$ cat config.mk
export PLATFORM = sky130hd
export DESIGN_NAME = gpio_ports
export DESIGN_NICKNAME = d
export VERILOG_FILES = /design/src/logic/gpio_pkg.sv /design/src/logic/pin_sync_if.sv /design/src/logic/gpio_ports.sv /design/src/logic/pin_sync.sv
export SDC_FILE = /design/constraint.sdc
export NUM_CORES = 1
export LEC_CHECK = 0
export BUFFER_PORTS_ARGS = -buffer_cell sky130_fd_sc_hd__buf_2
export CAP_MARGIN = 10
export CORE_ASPECT_RATIO = 0.5
export CORE_MARGIN = 2
export CORE_UTILIZATION = 55
export DETAILED_ROUTE_END_ITERATION = 8
export GPL_TIMING_DRIVEN = 0
export PLACE_DENSITY = 0.86
export SLEW_MARGIN = 5
export SYNTH_ARGS = -nofsm -noshare
export SYNTH_HDL_FRONTEND = slang
export SYNTH_SLANG_ARGS = --single-unit
$ cat constraint.sdc
create_clock -name aclk -period 4.12 [get_ports aclk]
set_clock_uncertainty 0.15 [all_clocks]
set_input_delay 0.206 -clock aclk [delete_from_list [all_inputs] [get_ports aclk]]
set_output_delay 0.206 -clock aclk [all_outputs]
set_load 0.01 [all_outputs]
$ cat src/logic/gpio_pkg.sv
// Shared constants and types for the two general purpose I/O ports
package gpio_pkg;

  localparam int WIDE_WIDTH = 8;
  localparam int NARROW_WIDTH = 4;
  localparam int ADDR_WIDTH = 8;

  // Register byte offsets on the AXI4-Lite bus
  localparam logic [7:0] WIDE_DATA_OFFSET = 8'h00;
  localparam logic [7:0] WIDE_DIRECTION_OFFSET = 8'h04;
  localparam logic [7:0] NARROW_DATA_OFFSET = 8'h08;
  localparam logic [7:0] NARROW_DIRECTION_OFFSET = 8'h0C;
  localparam logic [7:0] NARROW_FUNCTION_SELECT_OFFSET = 8'h10;
  localparam logic [7:0] EXTERNAL_FUNCTION_CONTROL_OFFSET = 8'h14;

  // Reset values
  localparam logic [7:0] WIDE_DATA_RESET = 8'h00;
  localparam logic [7:0] WIDE_DIRECTION_RESET = 8'h00;
  localparam logic [3:0] NARROW_DATA_RESET = 4'hF;
  localparam logic [3:0] NARROW_DIRECTION_RESET = 4'h0;
  localparam logic [3:0] NARROW_FUNCTION_SELECT_RESET = 4'h0;
  localparam logic [1:0] EXTERNAL_FUNCTION_CONTROL_RESET = 2'h0;

  // Read-back constants
  localparam logic [7:0] WRITE_ONLY_READ_VALUE = 8'hFF;
  localparam logic [3:0] NARROW_UPPER_READ_VALUE = 4'hF;

  // Field positions in the narrow port function select register
  localparam int SELECT_PULSE_ONE_BIT = 0;
  localparam int SELECT_PULSE_TWO_BIT = 1;
  localparam int SELECT_INTERRUPT_BIT = 2;
  localparam int SELECT_RESERVED_BIT = 3;

  // Field positions in the external function control register
  localparam int CONTROL_PULSE_THREE_BIT = 0;
  localparam int CONTROL_PULSE_FOUR_BIT = 1;

  // Narrow port pin roles
  localparam int NARROW_INTERRUPT_PIN = 2;
  localparam int NARROW_PULSE_THREE_PIN = 2;
  localparam int NARROW_PULSE_FOUR_PIN = 3;

  localparam logic [1:0] RESP_OKAY = 2'h0;
  localparam logic [1:0] RESP_SLVERR = 2'h2;

  typedef enum logic [2:0] {
    SEL_NONE = 3'h0,
    SEL_WIDE_DATA = 3'h1,
    SEL_WIDE_DIRECTION = 3'h3,
    SEL_NARROW_DATA = 3'h2,
    SEL_NARROW_DIRECTION = 3'h6,
    SEL_NARROW_FUNCTION_SELECT = 3'h7,
    SEL_EXTERNAL_FUNCTION_CONTROL = 3'h5
  } reg_sel_type;

endpackage

$ cat src/logic/pin_sync_if.sv
// Carrier between the pin synchroniser and the port logic
`timescale 1ns/1ps
interface pin_sync_if #(parameter int WIDTH = 12);
  logic [WIDTH-1:0] raw;
  logic [WIDTH-1:0] synced;
  modport syncer (input raw, output synced);
  modport user (output raw, input synced);
endinterface
$ cat src/logic/gpio_ports.sv
// Wide and narrow general purpose I/O ports with AXI4-Lite register access
`timescale 1ns/1ps
module gpio_ports (
  input wire logic aclk,
  input wire logic aresetn,
  input wire logic ce,
  input wire logic [7:0] awaddr,
  input wire logic [2:0] awprot,
  input wire logic awvalid,
  output logic awready,
  input wire logic [31:0] wdata,
  input wire logic [3:0] wstrb,
  input wire logic wvalid,
  output logic wready,
  output logic [1:0] bresp,
  output logic bvalid,
  input wire logic bready,
  input wire logic [7:0] araddr,
  input wire logic [2:0] arprot,
  input wire logic arvalid,
  output logic arready,
  output logic [31:0] rdata,
  output logic [1:0] rresp,
  output logic rvalid,
  input wire logic rready,
  input wire logic [7:0] wide_port_pin_level,
  output logic [7:0] wide_port_pin_drive,
  output logic [7:0] wide_port_pin_enable,
  input wire logic [3:0] narrow_port_pin_level,
  output logic [3:0] narrow_port_pin_drive,
  output logic [3:0] narrow_port_pin_enable,
  input wire logic pulse_output_one,
  input wire logic pulse_output_two,
  input wire logic pulse_output_three,
  input wire logic pulse_output_four,
  output logic external_interrupt_line_four_n
);

  localparam int WW = gpio_pkg::WIDE_WIDTH;
  localparam int NW = gpio_pkg::NARROW_WIDTH;

  typedef struct packed {
    // Bus handshake state
    logic awready;
    logic wready;
    logic aw_got;
    logic w_got;
    logic [7:0] waddr;
    logic [7:0] wbyte;
    logic wlane;
    logic bvalid;
    logic [1:0] bresp;
    logic arready;
    logic rvalid;
    logic [1:0] rresp;
    logic [31:0] rdata;
    // Registers software can write
    logic [WW-1:0] wide_data;
    logic [WW-1:0] wide_dir;
    logic [NW-1:0] narrow_data;
    logic [NW-1:0] narrow_dir;
    logic [NW-1:0] select;
    logic [1:0] control;
    // Pin controls, registered so outputs come from flops
    logic [WW-1:0] wide_drive;
    logic [WW-1:0] wide_enable;
    logic [NW-1:0] narrow_drive;
    logic [NW-1:0] narrow_enable;
    logic irq_n;
  } state_type;

  localparam state_type RESET_STATE = '{
    // Bus idle and ready for the first request
    awready: 1'b1,
    wready: 1'b1,
    aw_got: 1'b0,
    w_got: 1'b0,
    waddr: 8'h00,
    wbyte: 8'h00,
    wlane: 1'b0,
    bvalid: 1'b0,
    bresp: gpio_pkg::RESP_OKAY,
    arready: 1'b1,
    rvalid: 1'b0,
    rresp: gpio_pkg::RESP_OKAY,
    rdata: 32'h0000_0000,
    // Every pin starts as an input
    wide_data: gpio_pkg::WIDE_DATA_RESET,
    wide_dir: gpio_pkg::WIDE_DIRECTION_RESET,
    narrow_data: gpio_pkg::NARROW_DATA_RESET,
    narrow_dir: gpio_pkg::NARROW_DIRECTION_RESET,
    select: gpio_pkg::NARROW_FUNCTION_SELECT_RESET,
    control: gpio_pkg::EXTERNAL_FUNCTION_CONTROL_RESET,
    // Pin controls mirror the register resets
    wide_drive: gpio_pkg::WIDE_DATA_RESET,
    wide_enable: gpio_pkg::WIDE_DIRECTION_RESET,
    narrow_drive: gpio_pkg::NARROW_DATA_RESET,
    narrow_enable: gpio_pkg::NARROW_DIRECTION_RESET,
    irq_n: 1'b1
  };

  state_type q;
  state_type d;

  pin_sync_if #(.WIDTH(WW + NW)) pins ();

  assign pins.raw = {narrow_port_pin_level, wide_port_pin_level};

  pin_sync #(
    .WIDTH(WW + NW)
  ) u_pin_sync (
    .aclk(aclk),
    .ce(ce),
    .aresetn(aresetn),
    .pins(pins.syncer)
  );

  // Shared by the read and write paths
  function automatic gpio_pkg::reg_sel_type decode(input logic [7:0] addr);
    gpio_pkg::reg_sel_type sel;
    sel = gpio_pkg::SEL_NONE;
    case (addr)
      gpio_pkg::WIDE_DATA_OFFSET: sel = gpio_pkg::SEL_WIDE_DATA;
      gpio_pkg::WIDE_DIRECTION_OFFSET: sel = gpio_pkg::SEL_WIDE_DIRECTION;
      gpio_pkg::NARROW_DATA_OFFSET: sel = gpio_pkg::SEL_NARROW_DATA;
      gpio_pkg::NARROW_DIRECTION_OFFSET: sel = gpio_pkg::SEL_NARROW_DIRECTION;
      gpio_pkg::NARROW_FUNCTION_SELECT_OFFSET: sel = gpio_pkg::SEL_NARROW_FUNCTION_SELECT;
      gpio_pkg::EXTERNAL_FUNCTION_CONTROL_OFFSET: sel = gpio_pkg::SEL_EXTERNAL_FUNCTION_CONTROL;
      default: sel = gpio_pkg::SEL_NONE;
    endcase
    return sel;
  endfunction

  logic [WW-1:0] wide_level;
  logic [NW-1:0] narrow_level;
  logic [WW-1:0] wide_read;
  logic [NW-1:0] narrow_read;
  logic [7:0] read_byte;
  logic read_hit;
  gpio_pkg::reg_sel_type read_sel;
  gpio_pkg::reg_sel_type write_sel;
  logic irq_mode;
  logic pulse_three_mode;
  logic pulse_four_mode;

  assign wide_level = pins.synced[WW-1:0];
  assign narrow_level = pins.synced[WW+NW-1:WW];
  assign read_sel = decode(araddr);
  assign write_sel = decode(q.waddr);

  // Per-bit read mux: latch for outputs, pin for inputs
  genvar gi;
  generate
    for (gi = 0; gi < WW; gi++) begin : g_wide_read
      assign wide_read[gi] = q.wide_dir[gi] ? q.wide_data[gi] : wide_level[gi];
    end
    for (gi = 0; gi < NW; gi++) begin : g_narrow_read
      assign narrow_read[gi] = q.narrow_dir[gi] ? q.narrow_data[gi] : narrow_level[gi];
    end
  endgenerate

  always_comb begin
    read_byte = 8'h00;
    read_hit = 1'b1;
    unique case (read_sel)
      gpio_pkg::SEL_WIDE_DATA: begin
        read_byte = wide_read;
      end
      gpio_pkg::SEL_WIDE_DIRECTION: begin
        read_byte = gpio_pkg::WRITE_ONLY_READ_VALUE;
      end
      gpio_pkg::SEL_NARROW_DATA: begin
        read_byte = {gpio_pkg::NARROW_UPPER_READ_VALUE, narrow_read};
      end
      gpio_pkg::SEL_NARROW_DIRECTION: begin
        read_byte = gpio_pkg::WRITE_ONLY_READ_VALUE;
      end
      gpio_pkg::SEL_NARROW_FUNCTION_SELECT: begin
        read_byte = {gpio_pkg::NARROW_UPPER_READ_VALUE, q.select};
      end
      gpio_pkg::SEL_EXTERNAL_FUNCTION_CONTROL: begin
        read_byte = {6'h00, q.control};
      end
      gpio_pkg::SEL_NONE: begin
        read_hit = 1'b0;
      end
    endcase
  end

  // Interrupt use of pin 2 outranks pulse output three
  assign irq_mode = q.select[gpio_pkg::SELECT_INTERRUPT_BIT];
  assign pulse_three_mode = q.control[gpio_pkg::CONTROL_PULSE_THREE_BIT] && !irq_mode;
  assign pulse_four_mode = q.control[gpio_pkg::CONTROL_PULSE_FOUR_BIT];

  always_comb begin
    d = q;

    // Write address and data are taken independently
    if (q.awready && awvalid) begin
      d.aw_got = 1'b1;
      d.awready = 1'b0;
      d.waddr = awaddr;
    end
    if (q.wready && wvalid) begin
      d.w_got = 1'b1;
      d.wready = 1'b0;
      d.wbyte = wdata[7:0];
      d.wlane = wstrb[0];
    end

    // Only byte lane 0 holds register bits
    if (q.aw_got && q.w_got && !q.bvalid) begin
      d.aw_got = 1'b0;
      d.w_got = 1'b0;
      d.bvalid = 1'b1;
      d.bresp = gpio_pkg::RESP_OKAY;
      unique case (write_sel)
        gpio_pkg::SEL_WIDE_DATA: begin
          if (q.wlane) begin
            d.wide_data = q.wbyte;
          end
        end
        gpio_pkg::SEL_WIDE_DIRECTION: begin
          if (q.wlane) begin
            d.wide_dir = q.wbyte;
          end
        end
        gpio_pkg::SEL_NARROW_DATA: begin
          if (q.wlane) begin
            d.narrow_data = q.wbyte[NW-1:0];
          end
        end
        gpio_pkg::SEL_NARROW_DIRECTION: begin
          if (q.wlane) begin
            d.narrow_dir = q.wbyte[NW-1:0];
          end
        end
        gpio_pkg::SEL_NARROW_FUNCTION_SELECT: begin
          if (q.wlane) begin
            d.select = q.wbyte[NW-1:0];
          end
        end
        gpio_pkg::SEL_EXTERNAL_FUNCTION_CONTROL: begin
          if (q.wlane) begin
            d.control = q.wbyte[1:0];
          end
        end
        gpio_pkg::SEL_NONE: begin
          // Refused address still answers, so the master never hangs
          d.bresp = gpio_pkg::RESP_SLVERR;
        end
      endcase
    end

    // Address and data channels reopen only after the response is taken
    if (q.bvalid && bready) begin
      d.bvalid = 1'b0;
      d.awready = 1'b1;
      d.wready = 1'b1;
    end

    // Read data are captured at the address handshake; later pin changes wait for the next read
    if (q.arready && arvalid) begin
      d.arready = 1'b0;
      d.rvalid = 1'b1;
      d.rdata = {24'h00_0000, read_byte};
      d.rresp = read_hit ? gpio_pkg::RESP_OKAY : gpio_pkg::RESP_SLVERR;
    end
    if (q.rvalid && rready) begin
      d.rvalid = 1'b0;
      d.arready = 1'b1;
    end

    // Wide port pins: direction bit alone decides the driver
    d.wide_drive = d.wide_data;
    d.wide_enable = d.wide_dir;

    // Narrow port pins: plain I/O unless an alternate function owns the pin
    d.narrow_drive = d.narrow_data;
    d.narrow_enable = d.narrow_dir;
    if (q.select[gpio_pkg::SELECT_PULSE_ONE_BIT]) begin
      d.narrow_drive[0] = pulse_output_one;
      d.narrow_enable[0] = 1'b1;
    end

    if (q.select[gpio_pkg::SELECT_PULSE_TWO_BIT]) begin
      d.narrow_drive[1] = pulse_output_two;
      d.narrow_enable[1] = 1'b1;
    end

    if (irq_mode) begin
      // Pin held as input even if software breaks the direction setting
      d.narrow_drive[gpio_pkg::NARROW_INTERRUPT_PIN] = 1'b0;
      d.narrow_enable[gpio_pkg::NARROW_INTERRUPT_PIN] = 1'b0;
    end else if (pulse_three_mode) begin
      d.narrow_drive[gpio_pkg::NARROW_PULSE_THREE_PIN] = pulse_output_three;
      d.narrow_enable[gpio_pkg::NARROW_PULSE_THREE_PIN] = 1'b1;
    end
    if (pulse_four_mode) begin
      d.narrow_drive[gpio_pkg::NARROW_PULSE_FOUR_PIN] = pulse_output_four;
      d.narrow_enable[gpio_pkg::NARROW_PULSE_FOUR_PIN] = 1'b1;
    end

    // Idle high so a deselected pin never looks like an active-low request
    d.irq_n = irq_mode ? narrow_level[gpio_pkg::NARROW_INTERRUPT_PIN] : 1'b1;
  end

  // Clock enable low freezes every field, handshakes included; reset still loads RESET_STATE
  always_ff @(posedge aclk) begin
    if (!aresetn) begin
      q <= RESET_STATE;
    end else if (ce) begin
      q <= d;
    end
  end

  // Every output is a register field
  assign awready = q.awready;
  assign wready = q.wready;
  assign bvalid = q.bvalid;
  assign bresp = q.bresp;
  assign arready = q.arready;
  assign rvalid = q.rvalid;
  assign rresp = q.rresp;
  assign rdata = q.rdata;
  assign wide_port_pin_drive = q.wide_drive;
  assign wide_port_pin_enable = q.wide_enable;
  assign narrow_port_pin_drive = q.narrow_drive;
  assign narrow_port_pin_enable = q.narrow_enable;
  assign external_interrupt_line_four_n = q.irq_n;

endmodule // gpio_ports

$ cat src/logic/pin_sync.sv
// Two-flop synchroniser for asynchronous pin levels
`timescale 1ns/1ps
module pin_sync #(
  parameter int WIDTH = 12
) (
  input wire logic aclk,
  input wire logic ce,
  input wire logic aresetn,
  pin_sync_if.syncer pins
);

  typedef struct packed {
    logic [WIDTH-1:0] first;
    logic [WIDTH-1:0] second;
  } state_type;

  state_type q;
  state_type d;

  // First stage feeds only the second stage
  always_comb begin
    d.first = pins.raw;
    d.second = q.first;
  end

  always_ff @(posedge aclk) begin
    if (!aresetn) begin
      q <= '0;
    end else if (ce) begin
      q <= d;
    end
  end

  assign pins.synced = q.second;

endmodule // pin_sync

# ---- Word-level counts from Yosys, hierarchy flattened
# Cells that the tools add are included.
dict set report classes {
  mux 50
  n_div 0
  eq_ne 22
  n_addsub 0
  n_mul 0
  reduce_logical 35
  bitwise_logic 0
  n_lt_le_gt_ge 0
  shifts 0
}
# cell count
set ops {}
lappend ops {{$pmux 8 s5} 1}
lappend ops {{$mux 36} 1}
lappend ops {{$pmux 3 s6} 2}
lappend ops {{$eq 8x4->1 const B} 4}
lappend ops {{$eq 8x5->1 const B} 4}
lappend ops {{$mux 30} 1}
lappend ops {{$mux 1} 28}
lappend ops {{$mux 4} 6}
lappend ops {{$mux 8} 3}
lappend ops {{$reduce_and 2->1} 10}
lappend ops {{$eq 3x3->1 const B} 6}
lappend ops {{$eq 8x3->1 const B} 2}
lappend ops {{$logic_not 8->1} 2}
lappend ops {{$reduce_and 4->1} 4}
lappend ops {{$mux 2} 7}
lappend ops {{$eq 3x2->1 const B} 4}
lappend ops {{$reduce_bool 2->1} 6}
lappend ops {{$logic_and 1x1->1} 8}
lappend ops {{$eq 3x1->1 const B} 2}
lappend ops {{$logic_not 3->1} 2}
lappend ops {{$mux 3} 1}
lappend ops {{$logic_not 1->1} 2}
lappend ops {{$reduce_or 2->1} 1}
dict set report totals {
  latchBits 0
  ff_bits 99
  ramBits 0
  output_inout_bits 66
  word_cells 131
  mem_count 0
  romBits 0
}

# ---- Longest topological paths before layout
dict set report logic_depth {
  word_depth 7
  depth_mapped 6
  mapped_depth_nobuf 4
}

# ---- Hierarchy
# A second synthesis with hierarchy kept.
dict set report unflattened {
  cells_unflattened 519
  hier_area_um2 4732.0
}
# module area_each_um2 instances cells_each
set by_module_without_submodules {}
lappend by_module_without_submodules {gpio_ports 3802.4 1 442}
lappend by_module_without_submodules {pin_sync 929.6 1 77}

# ---- Worst setup path before layout
# Ideal clock, no wire load.
dict set report synth_timing {
  path_type {reg2reg}
  start {register q[110] in the netlist's numbering}
  end {register q (netlist bit narrow_port_pin_drive[0])}
  path_stages_with_launch 6
  synth_period_minus_slack_ns 1.673
  path_slack_ns 2.447
  path_buffers 1
  arrival_time_ns 1.378
  setup_ns 0.145
  path_cell_list {dfxtp_1 -> nor3_1 -> and4_1 -> buf_4 -> mux2i_1 -> o2111ai_1}
}
dict set report synth_via {
  elab_chain_cells 6
  elab_cells_between_ends 11
  cone_classes {6 x eq/ne; 4 x mux; 1 x reduce/logical}
}
# element line
set synth_rtl {}
lappend synth_rtl {{start, declared} gpio_ports.sv:102} ;# state_type q;
lappend synth_rtl {{start signal, assigned} gpio_ports.sv:311} ;# q <= RESET_STATE;
lappend synth_rtl {{start signal, assigned} gpio_ports.sv:313} ;# q <= d;
lappend synth_rtl {{$eq 8x5->1 (tied with other cells)} gpio_ports.sv:122} ;# case (addr)
lappend synth_rtl {{$pmux 3 s6 *} gpio_ports.sv:122}
lappend synth_rtl {{$eq 3x2->1 *} gpio_ports.sv:217} ;# unique case (write_sel)
lappend synth_rtl {{$mux 4 *} gpio_ports.sv:217}
lappend synth_rtl {{$mux 30 *} gpio_ports.sv:212} ;# if (q.aw_got && q.w_got && !q.bvalid) begin
lappend synth_rtl {{$mux 1 *} gpio_ports.sv:281} ;# if (q.select[gpio_pkg::SELECT_PULSE_ONE_BIT]) begin
# Every way passes the cells marked *; elsewhere a longest branch is shown, timed or not. The select of a mux whose other input is x is not followed.
# A chain may end at the register's enable or synchronous reset.

# ---- Worst setup path in the final report
dict set report layout_timing {
  start {register q[110] in the netlist's numbering}
  end {register q (netlist bit narrow_port_pin_enable[2])}
}
dict set report layout_via {
  elab_chain_cells 7
  elab_cells_between_ends 12
  cone_classes {6 x eq/ne; 5 x mux; 1 x reduce/logical}
}
# element line
set layout_rtl {}
lappend layout_rtl {{$eq 8x5->1 (tied with other cells)} gpio_ports.sv:122}
lappend layout_rtl {{$pmux 3 s6 *} gpio_ports.sv:122}
lappend layout_rtl {{$eq 3x3->1 *} gpio_ports.sv:217}
lappend layout_rtl {{$mux 4 *} gpio_ports.sv:217}
lappend layout_rtl {{$mux 30 *} gpio_ports.sv:212}
lappend layout_rtl {{$mux 1 *} gpio_ports.sv:295} ;# end else if (pulse_three_mode) begin
lappend layout_rtl {{$mux 1 *} gpio_ports.sv:291} ;# if (irq_mode) begin
# Marked as above.

==> flow_metrics.env <==
export IMPL_num_antenna_cells=0
export IMPL_grt_max_degree=20
export IMPL_grt_pass1_wl_mm=19.0
export IMPL_io_buffers=85
export IMPL_finalSetupViolCount=0
export IMPL_initial_utilization_pct=56.8
export IMPL_yosys_area_share_adder_pct=0
export IMPL_fin_crit_sh_pct=53.6
export IMPL_cts_clk_slew_worst_paths_ps=70
export IMPL_status="completed"
export IMPL_first_pass_iters=6
export IMPL_rows=23
export IMPL_maxSlewViolCount=0
export IMPL_grt_pass1_vias=3925
export IMPL_clk_path_buf_depth=2
export IMPL_syn2layout_area_growth_pct=28.3
export IMPL_routed_wl_mm=12.5
export IMPL_fin_nets=758
export IMPL_synthXorXnorAreaFrac_pct=0
export IMPL_core_area_sq_um=8030
export IMPL_p_leak_nw=2.73
export IMPL_num_fill_cells=587
export IMPL_critPathArrivalTime_ps=2300
export IMPL_synth_cells=521
export IMPL_drt_wirelength_per_cell_microns=15.8
export IMPL_hold_viol=0
export IMPL_ant_nets=0
export IMPL_drt_iter0_markers=480
export IMPL_grt_overflow=0
export IMPL_vdd_drop_max_mv=0.243
export IMPL_tritoncts="done"
export IMPL_clkLatencyLatePin_ps=350
export IMPL_synth_warnings=0
export IMPL_ff2ff_setup_slack_ps=1910
export IMPL_synth_ff_type="dfxtp_1"
export IMPL_gp_congestion=0.888
export IMPL_critPathLaunchType="flip-flop"
export IMPL_antenna_found_initial=0
export IMPL_max_freq_mhz=453
export IMPL_worstRegToRegCells=3
export IMPL_path_cells="nor3_1 > nand4_1 > o311ai_0"
export IMPL_synth_edf_count=0
export IMPL_yosysSeqAreaShare_pct=42.6
export IMPL_rsz0062_at_grt="no"
export IMPL_cts_num_sinks=97
export IMPL_cts_root_buf="clkbuf_16"
export IMPL_hold_path_class="in -> reg"
export IMPL_synth_simple_area_share_pct=18.8
export IMPL_hpwlAfterDp_mm=8.60
export IMPL_finish_utilization_pct=72.9
export IMPL_synthTopCellsByArea="dfxtp_1 (43%), mux2i_1 (13%), buf_4 (10%)"
export IMPL_power_density_nw_per_um2=349
export IMPL_dieArea_sq_um=9080
export IMPL_async_reset_ff_share_pct=0
export IMPL_cts_htree_levels=3
export IMPL_die_x_microns=133
export IMPL_crit_path_top_delay_cell="nor3_1"
export IMPL_crit_cells=3
export IMPL_worstSetupStartpoint="q[110]"
export IMPL_finalSetupTns_ps=0
export IMPL_cap_violations=0
export IMPL_syn_cell_area_sq_um=4560
export IMPL_post_cts_buffers=0
export IMPL_synth_top_family_by_area="simple AND/OR/NAND/NOR gates"
export IMPL_max_slew_worst_pin_slew_ps=790
export IMPL_r2r_start="q[110]"
export IMPL_num_vias=4277
export IMPL_cpPeakStageDelay_ps=660
export IMPL_die_y_microns=68.4
export IMPL_slew_headroom_pct=46.9
export IMPL_cpLargestDelayFamily="simple AND/OR/NAND/NOR gates"
export IMPL_r2r_end="narrow_port_pin_enable[2]"
export IMPL_vias_per_cell=5.39
export IMPL_syn_avg_cell_area_sq_um=8.75
export IMPL_yosysTopAreaCellShare_pct=42.6
export IMPL_numCtsBuffers=9
export IMPL_grt_use_total_pct=27.6
export IMPL_synth_compound_area_share_pct=11.5
export IMPL_ioPinCount=148
export IMPL_crit_end="narrow_port_pin_enable[2]"
export IMPL_period_needed_ps=2210
export IMPL_ys_seq_elements=97
export IMPL_post_route_drc_count=0
export IMPL_synth_mux_area_fraction_pct=13.9
export IMPL_drive_gt1_share_pct=25.8
export IMPL_crit_required_ps=4210
export IMPL_synth_cell_types=47
export IMPL_worstSetupEndpointType="flip-flop"
export IMPL_cp_buffers_inverters=0
export IMPL_crit_type="reg -> reg"
export IMPL_critPathMaxFanout=7
export IMPL_yosysTopAreaCell="dfxtp_1"
synthesized netlist by cell type (5+ instances only):
master and n:
inv_1 6, a21oi_1 27, buf_4 61, nand4b_1 5, nand3_1 18, nor2_1 46
mux2i_1 59, dfxtp_1 97, a31oi_1 5, o21ai_0 20, nand2_1 76, clkbuf_1 20
a211oi_1 5
cell type report:
class | instances | area, sq um | area share (%)
plain buffers | 89 | 569 | 9.73
clock buffers | 9 | 225 | 3.85
clock inverters | 7 | 66.3 | 1.13
inverters | 7 | 26.3 | 0.449
multi-input cells | 353 | 2120 | 36.2
flip-flops and latches | 97 | 1940 | 33.2
well taps | 112 | 140 | 2.39
repair buffers | 119 | 766 | 13.1
stage by stage:
step           setup slack [ps]  hold slack, ps  std cells  instance area, sq um  total power [mW]
4_1_cts                    2040            4.18        793                  5850              2.04
3_3_place_gp               1970             290        743                  5220              1.19
5_1_grt                    1720            29.8        793                  5850              2.10
3_5_place_dp               1930             298        743                  5220              1.20
6_report                   1910            12.9        793                  5850              2.04
2_1_floorplan              2450             190        546                  4650              1.13
registers in the layout (all words and copies together) (netlist names):
register and flops:
q 31, u_pin_sync.d 12, u_pin_sync.pins.synced 12, rdata 8, wide_port_pin_drive 8, wide_port_pin_enable 8, narrow_port_pin_drive 4, narrow_port_pin_enable 4
arready 1, awready 1, bresp 1, bvalid 1, external_interrupt_line_four_n 1, irq_mode 1, pulse_four_mode 1, rresp 1
rvalid 1, wready 1
report_power, final:
part | leakage [nW] | total (mW) | switching [mW] | internal [mW]
Combinational | 1.80 | 0.225 | 0.121 | 0.104
Clock | 0.145 | 0.829 | 0.401 | 0.428
Sequential | 0.790 | 0.988 | 0.0233 | 0.965
Total | 2.73 | 2.04 | 0.546 | 1.50
cells by family (layout without fill, tap and decap cells):
kind of cell | after synthesis | after routing
AO/OA/AOI/OAI | 82 | 82
flip-flops | 97 | 97
AND/OR/NAND/NOR | 182 | 182
buffers and inverters | 96 | 231
other | 1 | 26
multiplexers | 63 | 63
cell usage in the layout (no fill, tap or decap), types with 5 or more instances in the layout:
| cell | n |
|---|---|
| a211oi_1 | 5 |
| a21oi_1 | 27 |
| a31oi_1 | 5 |
| buf_2 | 89 |
| buf_4 | 61 |
| clkbuf_1 | 20 |
| clkbuf_16 | 9 |
| conb_1 | 26 |
| dfxtp_1 | 97 |
| dlygate4sd3_1 | 34 |
| inv_1 | 6 |
| mux2i_1 | 59 |
| nand2_1 | 76 |
| nand3_1 | 18 |
| nand4b_1 | 5 |
| nor2_1 | 46 |
| o21ai_0 | 20 |
worst min path at each step:
| stage | end | start | depth (start not counted) |
|---|---|---|---|
| global route | wready | wvalid | 3 |
| detailed placement | q[102] | q[102] | 2 |
| CTS | arready | arvalid | 4 |
| floorplan | rresp[1] | araddr[5] | 2 |
| finish | arready | arvalid | 4 |
| global placement | u_pin_sync.d[11] | narrow_port_pin_level[3] | 3 |
metal layers:
metal	vias up	part of all wire, %	GRT usage (%)
met5	-	0	0
met2	226	46	48.6
met1	1991	42	33.3
met4	0	2.7	12.1
li1	2023	-	-
met3	37	8.9	6.59
tightest hold or removal path: stages:
cell,delay (ps)
buf_2,110
nand2_1,60
nand2_1,50
nand3_1,60
timing repair:
item | 4_1_cts | 5_1_grt
resized for setup | 0 | 0
endpoints found under the hold margin | 34 | 0
hold buffers | 34 | 0
Note: power is estimated with default switching activity, not from simulation.
